### config.mk
export PLATFORM = sky130hd
export DESIGN_NAME = fpu_error_irq_glue
export DESIGN_NICKNAME = d
export VERILOG_FILES = /design/src/fpu_err_pkg.sv /design/src/pin_sync.sv /design/src/fpu_error_irq_glue.sv
export SDC_FILE = /design/constraint.sdc
export NUM_CORES = 1
export LEC_CHECK = 0
export BUFFER_PORTS_ARGS = -buffer_cell sky130_fd_sc_hd__buf_2
export CORE_MARGIN = 4
export CORE_UTILIZATION = 48
export DETAILED_ROUTE_END_ITERATION = 6
export PLACE_DENSITY_LB_ADDON = 0.08
export SKIP_LAST_GASP = 1
export SLEW_MARGIN = 10
export SYNTH_ARGS = -nofsm -noshare
export SYNTH_HDL_FRONTEND = slang
export SYNTH_SLANG_ARGS = --single-unit
### constraint.sdc
create_clock -name clk -period 1.5 [get_ports clk]
set_input_delay 0.15 -clock clk [delete_from_list [all_inputs] [get_ports clk]]
set_output_delay 0.15 -clock clk [all_outputs]
set_load 0.02 [all_outputs]
### src/fpu_err_pkg.sv
package fpu_err_pkg;

    // Clock period
    localparam int CLK_PERIOD_NS = 20;

    // Least length of the short error pulse of a no-wait instruction
    localparam int NW_PULSE_NS     = 40;
    localparam int NW_PULSE_CYCLES = (NW_PULSE_NS + CLK_PERIOD_NS - 1) / CLK_PERIOD_NS;

    // Longest length of the interrupt sampling window
    localparam int WINDOW_NS     = 100;
    localparam int WINDOW_CYCLES = WINDOW_NS / CLK_PERIOD_NS;

    // Width of the cycle counter
    localparam int CNT_W = 4;

    // Pin synchroniser reset levels: interrupt pin idle low, ignore pin idle high
    localparam logic [1:0] SYNC_RESET_VAL = 2'h2;

    typedef enum logic [1:0] {
        ST_IDLE   = 2'b00,
        ST_PULSE  = 2'b01,
        ST_WINDOW = 2'b10,
        ST_EXEC   = 2'b11
    } instr_state_t;

endpackage

### src/pin_sync.sv
`timescale 1ns/10ps
`default_nettype none

module pin_sync #(
    parameter int              WIDTH     = 2,
    parameter logic [WIDTH-1:0] RESET_VAL = '0
) (
    input  wire logic             clk,
    input  wire logic             sys_rst,
    input  wire logic [WIDTH-1:0] pin_in,
    output logic      [WIDTH-1:0] pin_sync_out
);

    ////////////////////////////////////////////////////////////////////////
    // Two flip-flops per bit
    genvar g;
    generate
        for (g = 0; g < WIDTH; g = g + 1) begin : g_bit
            logic meta_r;
            logic sync_r;
            always_ff @(posedge clk or posedge sys_rst) begin
                if (sys_rst) begin
                    meta_r <= RESET_VAL[g];
                    sync_r <= RESET_VAL[g];
                end else begin
                    meta_r <= pin_in[g];
                    sync_r <= meta_r;
                end
            end
            assign pin_sync_out[g] = sync_r;
        end
    endgenerate

endmodule

`default_nettype wire

### src/fpu_error_irq_glue.sv
// Notes on behaviour
// - Unmasked exception in compatibility mode drives error output, requests interrupt
// - Ignore must be off by handler exit
// - Ignore active: instructions run unblocked
// - Clearing exception deasserts error output
// - No-wait instruction in compatibility mode pulses error, then proceeds
// - Every instruction opens an interrupt sampling window, except one blocked by a pending exception
// - No-wait window opens after its error pulse
// - Late interrupt taken at next instruction boundary
// - Deferred exception asserts error at next instruction in compatibility mode
// - After clear, no-wait never asserts error
// - Compatibility mode with ignore: disregard, keep quiet
`timescale 1ns/10ps
`default_nettype none

module fpu_error_irq_glue #(
    parameter int NW_PULSE_CYCLES = fpu_err_pkg::NW_PULSE_CYCLES,
    parameter int WINDOW_CYCLES   = fpu_err_pkg::WINDOW_CYCLES
) (
    input  wire logic clk,
    input  wire logic sys_rst,
    input  wire logic native_error_mode_bit,
    input  wire logic exc_detect,
    input  wire logic exc_deferred,
    input  wire logic exc_clear,
    input  wire logic instr_start,
    input  wire logic instr_no_wait,
    input  wire logic instr_boundary,
    input  wire logic handler_exit,
    input  wire logic ignore_numeric_error_n,
    input  wire logic cpu_interrupt_in,
    output logic      fp_error_out_n,
    output logic      instr_blocked,
    output logic      irq_window,
    output logic      irq_take_window,
    output logic      irq_take_boundary,
    output logic      native_trap,
    output logic      ignore_left_active
);

    localparam int CW = fpu_err_pkg::CNT_W;

    generate
        if (NW_PULSE_CYCLES < 1 || NW_PULSE_CYCLES > (1 << CW)) begin : g_bad_pulse
            $error("NW_PULSE_CYCLES out of range");
        end
        if (WINDOW_CYCLES < 1 || WINDOW_CYCLES > (1 << CW)) begin : g_bad_window
            $error("WINDOW_CYCLES out of range");
        end
    endgenerate

    localparam logic [CW-1:0] PULSE_LOAD = CW'(NW_PULSE_CYCLES - 1);
    localparam logic [CW-1:0] WIN_LOAD   = CW'(WINDOW_CYCLES - 1);

    ////////////////////////////////////////////////////////////////////////
    // Pin synchronisers
    logic [1:0] pins_s;
    logic       ign_n_s;
    logic       int_s;

    pin_sync #(
        .WIDTH     (2),
        .RESET_VAL (fpu_err_pkg::SYNC_RESET_VAL)
    ) u_pin_sync (
        .clk          (clk),
        .sys_rst      (sys_rst),
        .pin_in       ({ignore_numeric_error_n, cpu_interrupt_in}),
        .pin_sync_out (pins_s)
    );

    assign ign_n_s = pins_s[1];
    assign int_s   = pins_s[0];

    logic ignore_act;
    logic compat;
    assign ignore_act = ~ign_n_s;
    assign compat     = ~native_error_mode_bit;

    ////////////////////////////////////////////////////////////////////////
    // State
    fpu_err_pkg::instr_state_t state_r, state_nxt;
    logic [CW-1:0] cnt_r, cnt_nxt;
    logic pending_r, pending_nxt;
    logic deferred_r, deferred_nxt;
    logic err_lvl_r, err_lvl_nxt;
    logic late_r, late_nxt;
    logic err_n_r, err_n_nxt;
    logic blocked_r, blocked_nxt;
    logic win_r, win_nxt;
    logic take_w_r, take_w_nxt;
    logic take_b_r, take_b_nxt;
    logic trap_r, trap_nxt;
    logic misuse_r, misuse_nxt;

    always_comb begin
        state_nxt    = state_r;
        cnt_nxt      = cnt_r;
        pending_nxt  = pending_r;
        deferred_nxt = deferred_r;
        err_lvl_nxt  = err_lvl_r;
        late_nxt     = late_r;
        blocked_nxt  = blocked_r;
        take_w_nxt   = 1'b0;
        take_b_nxt   = 1'b0;
        trap_nxt     = 1'b0;
        misuse_nxt   = misuse_r;

        // Clearing the exception drops the error level
        if (exc_clear) begin
            pending_nxt = 1'b0;
            err_lvl_nxt = 1'b0;
            blocked_nxt = 1'b0;
        end
        // A new exception wins over a clear in the same cycle
        if (exc_detect) begin
            pending_nxt  = 1'b1;
            deferred_nxt = exc_deferred;
            if (compat && !exc_deferred && !ignore_act) begin
                err_lvl_nxt = 1'b1;
            end
            if (!compat && !exc_deferred) begin
                trap_nxt = 1'b1;
            end
        end
        // Immediate exception reported once ignore is released
        if (compat && pending_r && !deferred_r && !ignore_act && !exc_clear) begin
            err_lvl_nxt = 1'b1;
        end

        unique case (state_r)
            fpu_err_pkg::ST_IDLE: begin
                if (instr_start) begin
                    state_nxt = fpu_err_pkg::ST_WINDOW;
                    cnt_nxt   = WIN_LOAD;
                    if (pending_r && !exc_clear) begin
                        if (!compat) begin
                            trap_nxt = !instr_no_wait;
                        end else if (ignore_act) begin
                            blocked_nxt = 1'b0;
                        end else if (instr_no_wait) begin
                            state_nxt = fpu_err_pkg::ST_PULSE;
                            cnt_nxt   = PULSE_LOAD;
                        end else begin
                            err_lvl_nxt = 1'b1;
                            blocked_nxt = 1'b1;
                            state_nxt   = fpu_err_pkg::ST_EXEC;
                        end
                    end
                end
            end
            fpu_err_pkg::ST_PULSE: begin
                if (cnt_r == '0) begin
                    state_nxt = fpu_err_pkg::ST_WINDOW;
                    cnt_nxt   = WIN_LOAD;
                end else begin
                    cnt_nxt = cnt_r - 1'b1;
                end
            end
            fpu_err_pkg::ST_WINDOW: begin
                if (int_s) begin
                    take_w_nxt = 1'b1;
                    state_nxt  = fpu_err_pkg::ST_EXEC;
                end else if (cnt_r == '0) begin
                    state_nxt = fpu_err_pkg::ST_EXEC;
                end else begin
                    cnt_nxt = cnt_r - 1'b1;
                end
            end
            fpu_err_pkg::ST_EXEC: begin
                if (blocked_r && int_s && !exc_clear) begin
                    take_w_nxt  = 1'b1;
                    blocked_nxt = 1'b0;
                end else if (instr_boundary && !blocked_r) begin
                    state_nxt = fpu_err_pkg::ST_IDLE;
                end
            end
        endcase

        // Interrupt outside any window, with no instruction blocked, waits for the boundary
        if (int_s && state_r != fpu_err_pkg::ST_WINDOW && !blocked_r) begin
            late_nxt = 1'b1;
        end
        if (instr_boundary && late_r) begin
            take_b_nxt = 1'b1;
            late_nxt   = 1'b0;
        end

        if (handler_exit && ignore_act) begin
            misuse_nxt = 1'b1;
        end
    end

    assign err_n_nxt = ~(compat && (err_lvl_nxt || state_nxt == fpu_err_pkg::ST_PULSE));
    assign win_nxt   = (state_nxt == fpu_err_pkg::ST_WINDOW);

    always_ff @(posedge clk or posedge sys_rst) begin
        if (sys_rst) begin
            state_r    <= fpu_err_pkg::ST_IDLE;
            cnt_r      <= '0;
            pending_r  <= 1'b0;
            deferred_r <= 1'b0;
            err_lvl_r  <= 1'b0;
            late_r     <= 1'b0;
            err_n_r    <= 1'b1;
            blocked_r  <= 1'b0;
            win_r      <= 1'b0;
            take_w_r   <= 1'b0;
            take_b_r   <= 1'b0;
            trap_r     <= 1'b0;
            misuse_r   <= 1'b0;
        end else begin
            state_r    <= state_nxt;
            cnt_r      <= cnt_nxt;
            pending_r  <= pending_nxt;
            deferred_r <= deferred_nxt;
            err_lvl_r  <= err_lvl_nxt;
            late_r     <= late_nxt;
            err_n_r    <= err_n_nxt;
            blocked_r  <= blocked_nxt;
            win_r      <= win_nxt;
            take_w_r   <= take_w_nxt;
            take_b_r   <= take_b_nxt;
            trap_r     <= trap_nxt;
            misuse_r   <= misuse_nxt;
        end
    end

    assign fp_error_out_n     = err_n_r;
    assign instr_blocked      = blocked_r;
    assign irq_window         = win_r;
    assign irq_take_window    = take_w_r;
    assign irq_take_boundary  = take_b_r;
    assign native_trap        = trap_r;
    assign ignore_left_active = misuse_r;

    ////////////////////////////////////////////////////////////////////////
    // Assertions
    property p_err_immediate;
        @(posedge clk) disable iff (sys_rst)
        compat && exc_detect && !exc_deferred && !ignore_act
            |=> !fp_error_out_n ##1 (!fp_error_out_n || $past(exc_clear) || $past(native_error_mode_bit));
    endproperty
    a_err_immediate: assert property (p_err_immediate) else $error("immediate exception not reported");

    property p_err_clear;
        @(posedge clk) disable iff (sys_rst)
        exc_clear && !exc_detect && state_r != fpu_err_pkg::ST_PULSE && state_nxt != fpu_err_pkg::ST_PULSE
            |=> fp_error_out_n;
    endproperty
    a_err_clear: assert property (p_err_clear) else $error("error output stayed after clear");

    property p_nw_pulse;
        @(posedge clk) disable iff (sys_rst)
        state_r == fpu_err_pkg::ST_IDLE && instr_start && instr_no_wait && pending_r && compat
            && !ignore_act && !exc_clear |=> state_r == fpu_err_pkg::ST_PULSE && !fp_error_out_n;
    endproperty
    a_nw_pulse: assert property (p_nw_pulse) else $error("no-wait pulse missing");

    property p_window_after_pulse;
        @(posedge clk) disable iff (sys_rst)
        state_r == fpu_err_pkg::ST_PULSE && cnt_r == '0 |=> irq_window && !$past(irq_window);
    endproperty
    a_window_after_pulse: assert property (p_window_after_pulse) else $error("window not after pulse");

    property p_take_in_window;
        @(posedge clk) disable iff (sys_rst)
        irq_window && int_s |=> irq_take_window ##1 !irq_take_window;
    endproperty
    a_take_in_window: assert property (p_take_in_window) else $error("interrupt in window not taken");

    property p_late_boundary;
        @(posedge clk) disable iff (sys_rst)
        late_r && instr_boundary |=> irq_take_boundary && !late_r;
    endproperty
    a_late_boundary: assert property (p_late_boundary) else $error("late interrupt not taken at boundary");

    property p_deferred_quiet;
        @(posedge clk) disable iff (sys_rst)
        exc_detect && exc_deferred && fp_error_out_n && !err_lvl_r && state_r == fpu_err_pkg::ST_IDLE
            && !instr_start && !pending_r |=> fp_error_out_n;
    endproperty
    a_deferred_quiet: assert property (p_deferred_quiet) else $error("deferred exception reported early");

    property p_quiet_after_clear;
        @(posedge clk) disable iff (sys_rst)
        !pending_r && !err_lvl_r && state_r == fpu_err_pkg::ST_IDLE && !exc_detect |=> fp_error_out_n;
    endproperty
    a_quiet_after_clear: assert property (p_quiet_after_clear) else $error("error asserted with nothing pending");

    property p_ignore_unblocked;
        @(posedge clk) disable iff (sys_rst)
        compat && ignore_act && state_r == fpu_err_pkg::ST_IDLE && instr_start |=> !instr_blocked;
    endproperty
    a_ignore_unblocked: assert property (p_ignore_unblocked) else $error("blocked while ignore active");

    property p_ignore_no_err;
        @(posedge clk) disable iff (sys_rst)
        ignore_act && fp_error_out_n && state_r != fpu_err_pkg::ST_PULSE |=> fp_error_out_n;
    endproperty
    a_ignore_no_err: assert property (p_ignore_no_err) else $error("error raised while ignore active");

    property p_exit_flag;
        @(posedge clk) disable iff (sys_rst)
        handler_exit && ignore_act |=> ignore_left_active [*2];
    endproperty
    a_exit_flag: assert property (p_exit_flag) else $error("ignore left active not flagged");

    c_nw_pulse: cover property (@(posedge clk) disable iff (sys_rst)
        state_r == fpu_err_pkg::ST_PULSE ##1 irq_window ##[1:8] irq_take_window);
    c_blocked: cover property (@(posedge clk) disable iff (sys_rst) instr_blocked ##[1:20] !instr_blocked);
    c_boundary: cover property (@(posedge clk) disable iff (sys_rst) irq_take_boundary);

endmodule

`default_nettype wire

After elaboration in Yosys (flattened, before gate mapping)
Cells that the tools add are included.
{"block": "word_totals", "reg_bits": 21, "in_bits": 12}
{"block": "classes", "add_sub_neg": 1, "eq_ne": 9, "mux": 52, "n_bitwise": 3, "n_reduce_logical": 28}
{"op": "2-to-1 mux 1 bit", "n": 30}
{"op": "2-to-1 mux 2 bit", "n": 10}
{"op": "logical AND 1 bit", "n": 16}
{"op": "2-to-1 mux 4 bit", "n": 4}
{"op": "2-to-1 mux 3 bit", "n": 4}
{"op": "case mux 4 bit (3 select lines)", "n": 1}
{"op": "inequality test 2 bit (second input constant)", "n": 4}
{"op": "case mux 2 bit (4 select lines)", "n": 1}
{"op": "equality test 2 bit (second input constant)", "n": 3}
{"op": "zero test 1 bit", "n": 5}
{"op": "equality test 2 x 1 -> 1 bit (second input constant)", "n": 2}
{"op": "zero test 4 bit", "n": 1}
{"op": "case mux 1 bit (2 select lines)", "n": 2}
{"op": "AND reduction 4 bit", "n": 1}
{"op": "nonzero test 2 bit", "n": 2}
{"op": "subtractor 4 x 1 -> 4 bit (second input constant)", "n": 1}
{"op": "inverter 1 bit", "n": 3}
{"op": "nonzero test 3 bit", "n": 1}
{"op": "zero test 2 bit", "n": 1}
{"op": "logical OR 1 bit", "n": 1}

Logic depth before layout (Yosys ltp)
{"block": "depth", "word_depth": 15, "ltp_mapped": 7, "ltp_nobuf": 7}

Cells and area by module
From an unflattened synthesis, not the netlist that was laid out.
{"block": "unflattened", "cells_unflattened": 105, "hier_area_um2": 1107.3}
{"mod": "fpu_error_irq_glue", "n_inst": 1, "cells_each": 98, "area_each_um2": 985.9, "seq_area_each_um2": 426.7}
{"mod": "pin_sync", "n_inst": 1, "cells_each": 7, "area_each_um2": 121.4, "seq_area_each_um2": 102.6}

Worst setup path after synthesis
OpenSTA, ideal clock, no wires.
{"block": "synth_timing", "path_kind": "reg-to-reg", "start": "register state_r[0]", "end": "register cnt_r[2]", "setup_ps": 121, "t_arrival_ps": 1546, "required_ps": 1379, "setup_slack_ps": -167, "stages_incl_launch_ff": 7, "cell_sequence": "dfrtp_1 > inv_1 > ha_1 > and2b_1 > nor3b_4 > o21ai_0 > a22o_1"}
{"block": "synth_between", "elab_chain_len": 3, "word_cells_on_any_way": 9, "cone_classes": "5 x eq/ne; 1 x mux; 3 x reduce/logical"}
{"element": "start: declaration", "line_no": "fpu_error_irq_glue.sv:81", "source": "fpu_err_pkg::instr_state_t state_r, state_nxt;"}
{"element": "start signal: assignment", "line_no": "fpu_error_irq_glue.sv:198", "source": "state_r <= fpu_err_pkg::ST_IDLE;"}
{"element": "start signal: assignment", "line_no": "fpu_error_irq_glue.sv:212", "source": "state_r <= state_nxt;"}
{"element": "equality test 2 bit (tied with other cells)", "line_no": "fpu_error_irq_glue.sv:130", "source": "unique case (state_r)"}
{"element": "inequality test 2 bit (no line) / nonzero test 3 bit (equally long branches)"}
{"element": "AND reduction 4 bit (no line)"}
{"element": "end signal: assignment", "line_no": "fpu_error_irq_glue.sv:213", "source": "cnt_r <= cnt_nxt;"}
{"element": "end: declaration", "line_no": "fpu_error_irq_glue.sv:82", "source": "logic [CW-1:0] cnt_r, cnt_nxt;"}
Several ways; a longest one is shown, not always the timed one.
A chain may end at the register's enable or synchronous reset.

Worst setup path after layout
{"block": "layout_timing", "start": "register cnt_r[1]", "end": "register err_n_r, in the netlist fp_error_out_n"}
{"block": "layout_between", "elab_chain_len": 8, "word_cells_on_any_way": 9, "cone_classes": "1 x eq/ne; 4 x mux; 1 x bitwise; 3 x reduce/logical"}
{"element": "zero test 4 bit (*)", "line_no": "fpu_error_irq_glue.sv:152, fpu_error_irq_glue.sv:163"}
{"element": "2-to-1 mux 2 bit", "line_no": "fpu_error_irq_glue.sv:163", "source": "end else if (cnt_r == '0) begin"}
{"element": "2-to-1 mux 2 bit", "line_no": "fpu_error_irq_glue.sv:160", "source": "if (int_s) begin"}
{"element": "case mux 2 bit (4 select lines) (*)", "line_no": "fpu_error_irq_glue.sv:130"}
{"element": "named net state_nxt[0]", "line_no": "fpu_error_irq_glue.sv:81"}
{"element": "equality test 2 x 1 -> 1 bit (*)", "line_no": "fpu_error_irq_glue.sv:193", "source": "assign err_n_nxt = ~(compat && (err_lvl_nxt || state_nxt == fpu_err_pkg::ST_PULSE));"}
{"element": "logical OR 1 bit (*)", "line_no": "fpu_error_irq_glue.sv:193"}
{"element": "logical AND 1 bit (*)", "line_no": "fpu_error_irq_glue.sv:193"}
{"element": "inverter 1 bit (*)", "line_no": "fpu_error_irq_glue.sv:193"}
{"element": "named net err_n_nxt", "line_no": "fpu_error_irq_glue.sv:87", "source": "logic err_n_r, err_n_nxt;"}
{"element": "end signal: assignment", "line_no": "fpu_error_irq_glue.sv:218", "source": "err_n_r <= err_n_nxt;"}
{"element": "end: declaration", "line_no": "fpu_error_irq_glue.sv:87"}
The timed path passes the listed nets; every way through them passes the cells marked *.

==> impl.org <==
** Setup path
- STA classifies the critical path startpoint as a register.
- Required time of the critical path :: 1.74 ns
- Along the worst path, the maximum fanout reaches 3.
- Kind of capture point of the worst setup path :: register
- The critical path in this run is classified as reg2reg.
- Data arrival at the endpoint of the critical path :: 1.86 ns

** STA
- Setup repair after global routing could not meet its margin everywhere.
- For the pin with the worst max-slew slack, the measured transition is 0.319 ns.
- Minimum clock period after layout :: 1.62 ns
- Final number of max-transition violations :: 0
- Number of hold-slack violations in the final timing report :: 1
- Final hold analysis gives a worst-case slack of -0.000710 ns.
- Setup violations remaining at the end of the flow were counted as 7.
- Top achievable clock speed :: 616 MHz
- Between clock sinks in the finished design, the worst skew comes to 0.00841 ns.
- The worst pin sits at a relative slew slack of 78.5%.
- Final critical-path share of the clock period :: 108%
- Total Neg Setup Slack :: -0.656 ns
- Worst path setup slack after routing :: -0.123 ns

** Power
- Total power for the finished layout comes to 3.10 mW.
- Total power density per cell area :: 2000 nW/um^2
- VDD sags by at most 1.42 mV.
- Standby leakage power :: between 0.7 and 0.8 nW

** Die
- IO Count :: 19
- Die Footprint :: 3080 um^2
- Core Area :: 2040 um^2
- Die extent in y :: roughly 56 um
- Cell Rows :: 16
- Measured along the x axis, the die boundary spans approximately 56 um.
- The initial utilization of the core area, before any placement, comes to 53.1%.

** Global routing
- Maximum number of pins on one net before global-route repair :: 22
- Combined global-route utilization of all metal layers :: 17.1%
- Global-route wire length before repair :: 4150 um
- Global routing finished with a remaining overflow of 0.
- Vias in the first global route :: 911
- Initial antenna violation count :: 0

** Cells and area
- NumNets Final :: about 170
- After routing the design area is around 1500 um^2.
- Antenna cells :: 0
- Fin util :: 75.9%
- Share of layout cells above drive strength 1 :: 45.6%
- Relative area change from synthesis to final layout :: 43.0%

** Drt
- Remaining antenna violation count after routing :: 0
- The first TritonRoute pass finished after 4 iterations.
- Post-Route WL :: 2650 um
- Post-DR wirelength/cell :: around 15 um
- DRC violation count after routing :: 0
- Detailed routing inserted a total of 916 vias.
- Drt first-iter violations :: 20
- After detailed routing, the number of vias per cell comes to 5.20.

** Flow run
- The tool flagged a number of max-cap violations equal to 0.

** Yosys
- Unique cell type count in the Yosys netlist :: 36
- Post-synthesis instance total :: 106
- Count of synthesis-stage warnings from yosys :: 0
- Post-synthesis sequential area ratio :: 48.8%
- A synthesized cell averages 10.2 um^2.
- When the netlist entered floorplanning its net count stood at around 120.
- Summing every instance area after synthesis gives 1080 um^2.
- Counting flops and latches in the post-synthesis netlist gives 21.

** Placed design
- At the end of routability-driven placement, the weighted congestion stood at ~0.83.
- Dpl hpwl :: 1790 um
- Once placement finished, the instance area stood at 1310 um^2.
- During placement, the flow inserted port buffers numbering 18.

** Status
- Violated checks :: negative hold slack, negative setup slack
- The run finished, with violations left.

** Clock tree
- Number of buffers added by the clock tree synthesis step :: 3
- In this run the clock root is driven by a sky130_fd_sc_hd__clkbuf_4.
- After clock tree synthesis, the clock-pin slew on the worst setup and hold paths is 0.12 ns.
- The later pin in the worst-skew pair is clocked with a latency of ~0.31 ns.
- H-Tree Depth :: 1
- TritonCTS built the clock tree.
- Max Buffers Root-to-Sink :: 2
- CTS saw 21 sinks.

** Min path
- The worst hold path belongs to the class in2reg.
## cell type report
| type | count | area (um^2) |
|---|---|---|
| fillers | 150 | 493 |
| well taps | 27 | 33.8 |
| flip-flops and latches | 21 | 529 |
| inverters | 14 | 52.6 |
| repair buffers | 39 | 267 |
| clock buffers | 4 | 26.3 |
| multi-input cells | 71 | 641 |
## cells in the final DEF (no fill, tap or decap), types with 2 or more instances in the layout
cell	netlist	layout
sky130_fd_sc_hd__o21ai_0	8	5
sky130_fd_sc_hd__dfrtp_1	18	18
sky130_fd_sc_hd__dfstp_2	3	3
sky130_fd_sc_hd__nand2b_1	7	5
sky130_fd_sc_hd__inv_2	0	4
sky130_fd_sc_hd__ha_1	6	2
sky130_fd_sc_hd__nor3b_4	1	2
sky130_fd_sc_hd__ha_4	0	4
sky130_fd_sc_hd__buf_6	0	3
sky130_fd_sc_hd__clkbuf_4	0	3
sky130_fd_sc_hd__nand2_1	5	5
sky130_fd_sc_hd__nand2b_4	0	2
sky130_fd_sc_hd__nand3_1	2	2
sky130_fd_sc_hd__a21oi_2	1	2
sky130_fd_sc_hd__inv_1	14	10
sky130_fd_sc_hd__dlygate4sd3_1	0	3
sky130_fd_sc_hd__a31oi_1	3	2
sky130_fd_sc_hd__nor2_1	11	10
sky130_fd_sc_hd__o21ai_1	1	3
sky130_fd_sc_hd__buf_4	0	15
sky130_fd_sc_hd__buf_2	0	18
## cell usage after synthesis
cell | n | area (um^2)
sky130_fd_sc_hd__a21oi_1 | 2 | 10.0
sky130_fd_sc_hd__nor3b_4 | 1 | 18.8
sky130_fd_sc_hd__or2_2 | 1 | 6.26
sky130_fd_sc_hd__mux2i_1 | 1 | 10.0
sky130_fd_sc_hd__or3b_1 | 1 | 8.76
sky130_fd_sc_hd__nand4b_1 | 1 | 8.76
sky130_fd_sc_hd__nand2_1 | 5 | 18.8
sky130_fd_sc_hd__o22ai_1 | 2 | 12.5
sky130_fd_sc_hd__o211ai_1 | 1 | 7.51
sky130_fd_sc_hd__o21ai_1 | 1 | 5.00
sky130_fd_sc_hd__nor3_1 | 1 | 5.00
sky130_fd_sc_hd__ha_1 | 6 | 75.1
sky130_fd_sc_hd__o2bb2ai_1 | 2 | 17.5
sky130_fd_sc_hd__nand2b_1 | 7 | 43.8
sky130_fd_sc_hd__o311ai_4 | 1 | 26.3
sky130_fd_sc_hd__nand3_1 | 2 | 10.0
sky130_fd_sc_hd__a21oi_2 | 1 | 8.76
sky130_fd_sc_hd__and2b_1 | 1 | 7.51
sky130_fd_sc_hd__and2_4 | 1 | 8.76
sky130_fd_sc_hd__nor3b_1 | 1 | 7.51
sky130_fd_sc_hd__a22oi_1 | 1 | 7.51
sky130_fd_sc_hd__o32ai_1 | 1 | 8.76
sky130_fd_sc_hd__a21o_1 | 1 | 7.51
sky130_fd_sc_hd__or4_1 | 1 | 7.51
sky130_fd_sc_hd__o21a_1 | 1 | 7.51
sky130_fd_sc_hd__o21ai_0 | 8 | 40.0
sky130_fd_sc_hd__nand3b_1 | 1 | 7.51
sky130_fd_sc_hd__dfstp_2 | 3 | 78.8
sky130_fd_sc_hd__nor2_1 | 11 | 41.3
sky130_fd_sc_hd__a22o_1 | 1 | 8.76
sky130_fd_sc_hd__a22oi_2 | 1 | 12.5
sky130_fd_sc_hd__o32a_1 | 1 | 10.0
sky130_fd_sc_hd__dfrtp_1 | 18 | 450
sky130_fd_sc_hd__a211oi_1 | 1 | 7.51
sky130_fd_sc_hd__inv_1 | 14 | 52.6
sky130_fd_sc_hd__a31oi_1 | 3 | 18.8
## critical path, cell delays in order, from the launching register on
cell and delay [ns]:
sky130_fd_sc_hd__dfrtp_1 0.41, sky130_fd_sc_hd__inv_2 0.08, sky130_fd_sc_hd__ha_4 0.14, sky130_fd_sc_hd__or3b_1 0.36, sky130_fd_sc_hd__a21oi_2 0.15, sky130_fd_sc_hd__and2_4 0.17
sky130_fd_sc_hd__o311ai_4 0.09, sky130_fd_sc_hd__a22oi_2 0.15
## registers in the layout, indices dropped and copies added, names as in the netlist
signal / count
cnt_r: 4
deferred_r: 1
err_lvl_r: 1
fp_error_out_n: 1
ignore_left_active: 1
instr_blocked: 1
irq_take_boundary: 1
irq_take_window: 1
irq_window: 1
late_r: 1
native_trap: 1
pending_r: 1
state_r: 2
u_pin_sync.g_bit.meta_r: 2
u_pin_sync.g_bit.sync_r: 2
## cell families after synthesis
family                     share of synthesized area (%)
and+or+nand+nor                                     18.5
DFF                                                 48.8
AOI/OAI and AO/OA                                   20.0
buffers and inverters                               4.85
adders and majority gates                           6.93
muxes                                              0.924
## timing repair
item	in CTS	in global routing
setup buffers	3	6
pin swaps	2	12
hold endpoints to repair	20	0
setup endpoints to repair	8	10
hold buffers	3	0
resized for setup	6	19
## path summary, 6_finish.rpt
| kind | start | to | slack [ns] | cells past startpoint |
|---|---|---|---|---|
| worst min-delay path | instr_boundary | late_r | -0.0007 | 2 |
| worst max register to register | cnt_r[1] | fp_error_out_n | -0.12 | 7 |
| min in group asynchronous | sys_rst | state_r[0] | 0.40 | 4 |
| max in group asynchronous | sys_rst | fp_error_out_n | 0.82 | 4 |
| worst min register to register | u_pin_sync.g_bit[0].meta_r | u_pin_sync.g_bit[0].sync_r | 0.37 | 0 |
| worst max-delay path | cnt_r[1] | fp_error_out_n | -0.12 | 7 |
## power by group
| part | switching [mW] | leakage (nW) | total (mW) | internal, mW |
|---|---|---|---|---|
| Sequential | 0.103 | 0.253 | 0.823 | 0.720 |
| Combinational | 0.955 | 0.450 | 2.00 | 1.04 |
| Clock | 0.179 | 0.0150 | 0.283 | 0.104 |
## layer usage
layer,global-route usage [%],share of wire (%)
met5,0,0
met4,8.33,1.8
met3,3.03,3.1
met2,28.4,51
met1,21.3,44
## per-stage QoR
stage,setup WS [ns],cells
5_1_grt,-0.236,176
3_3_place_gp,-0.105,161
6_report,-0.123,176
2_1_floorplan,-0.0402,106
3_5_place_dp,-0.147,161
4_1_cts,-0.129,171
No activity file was read; power rests on OpenSTA's default activity.
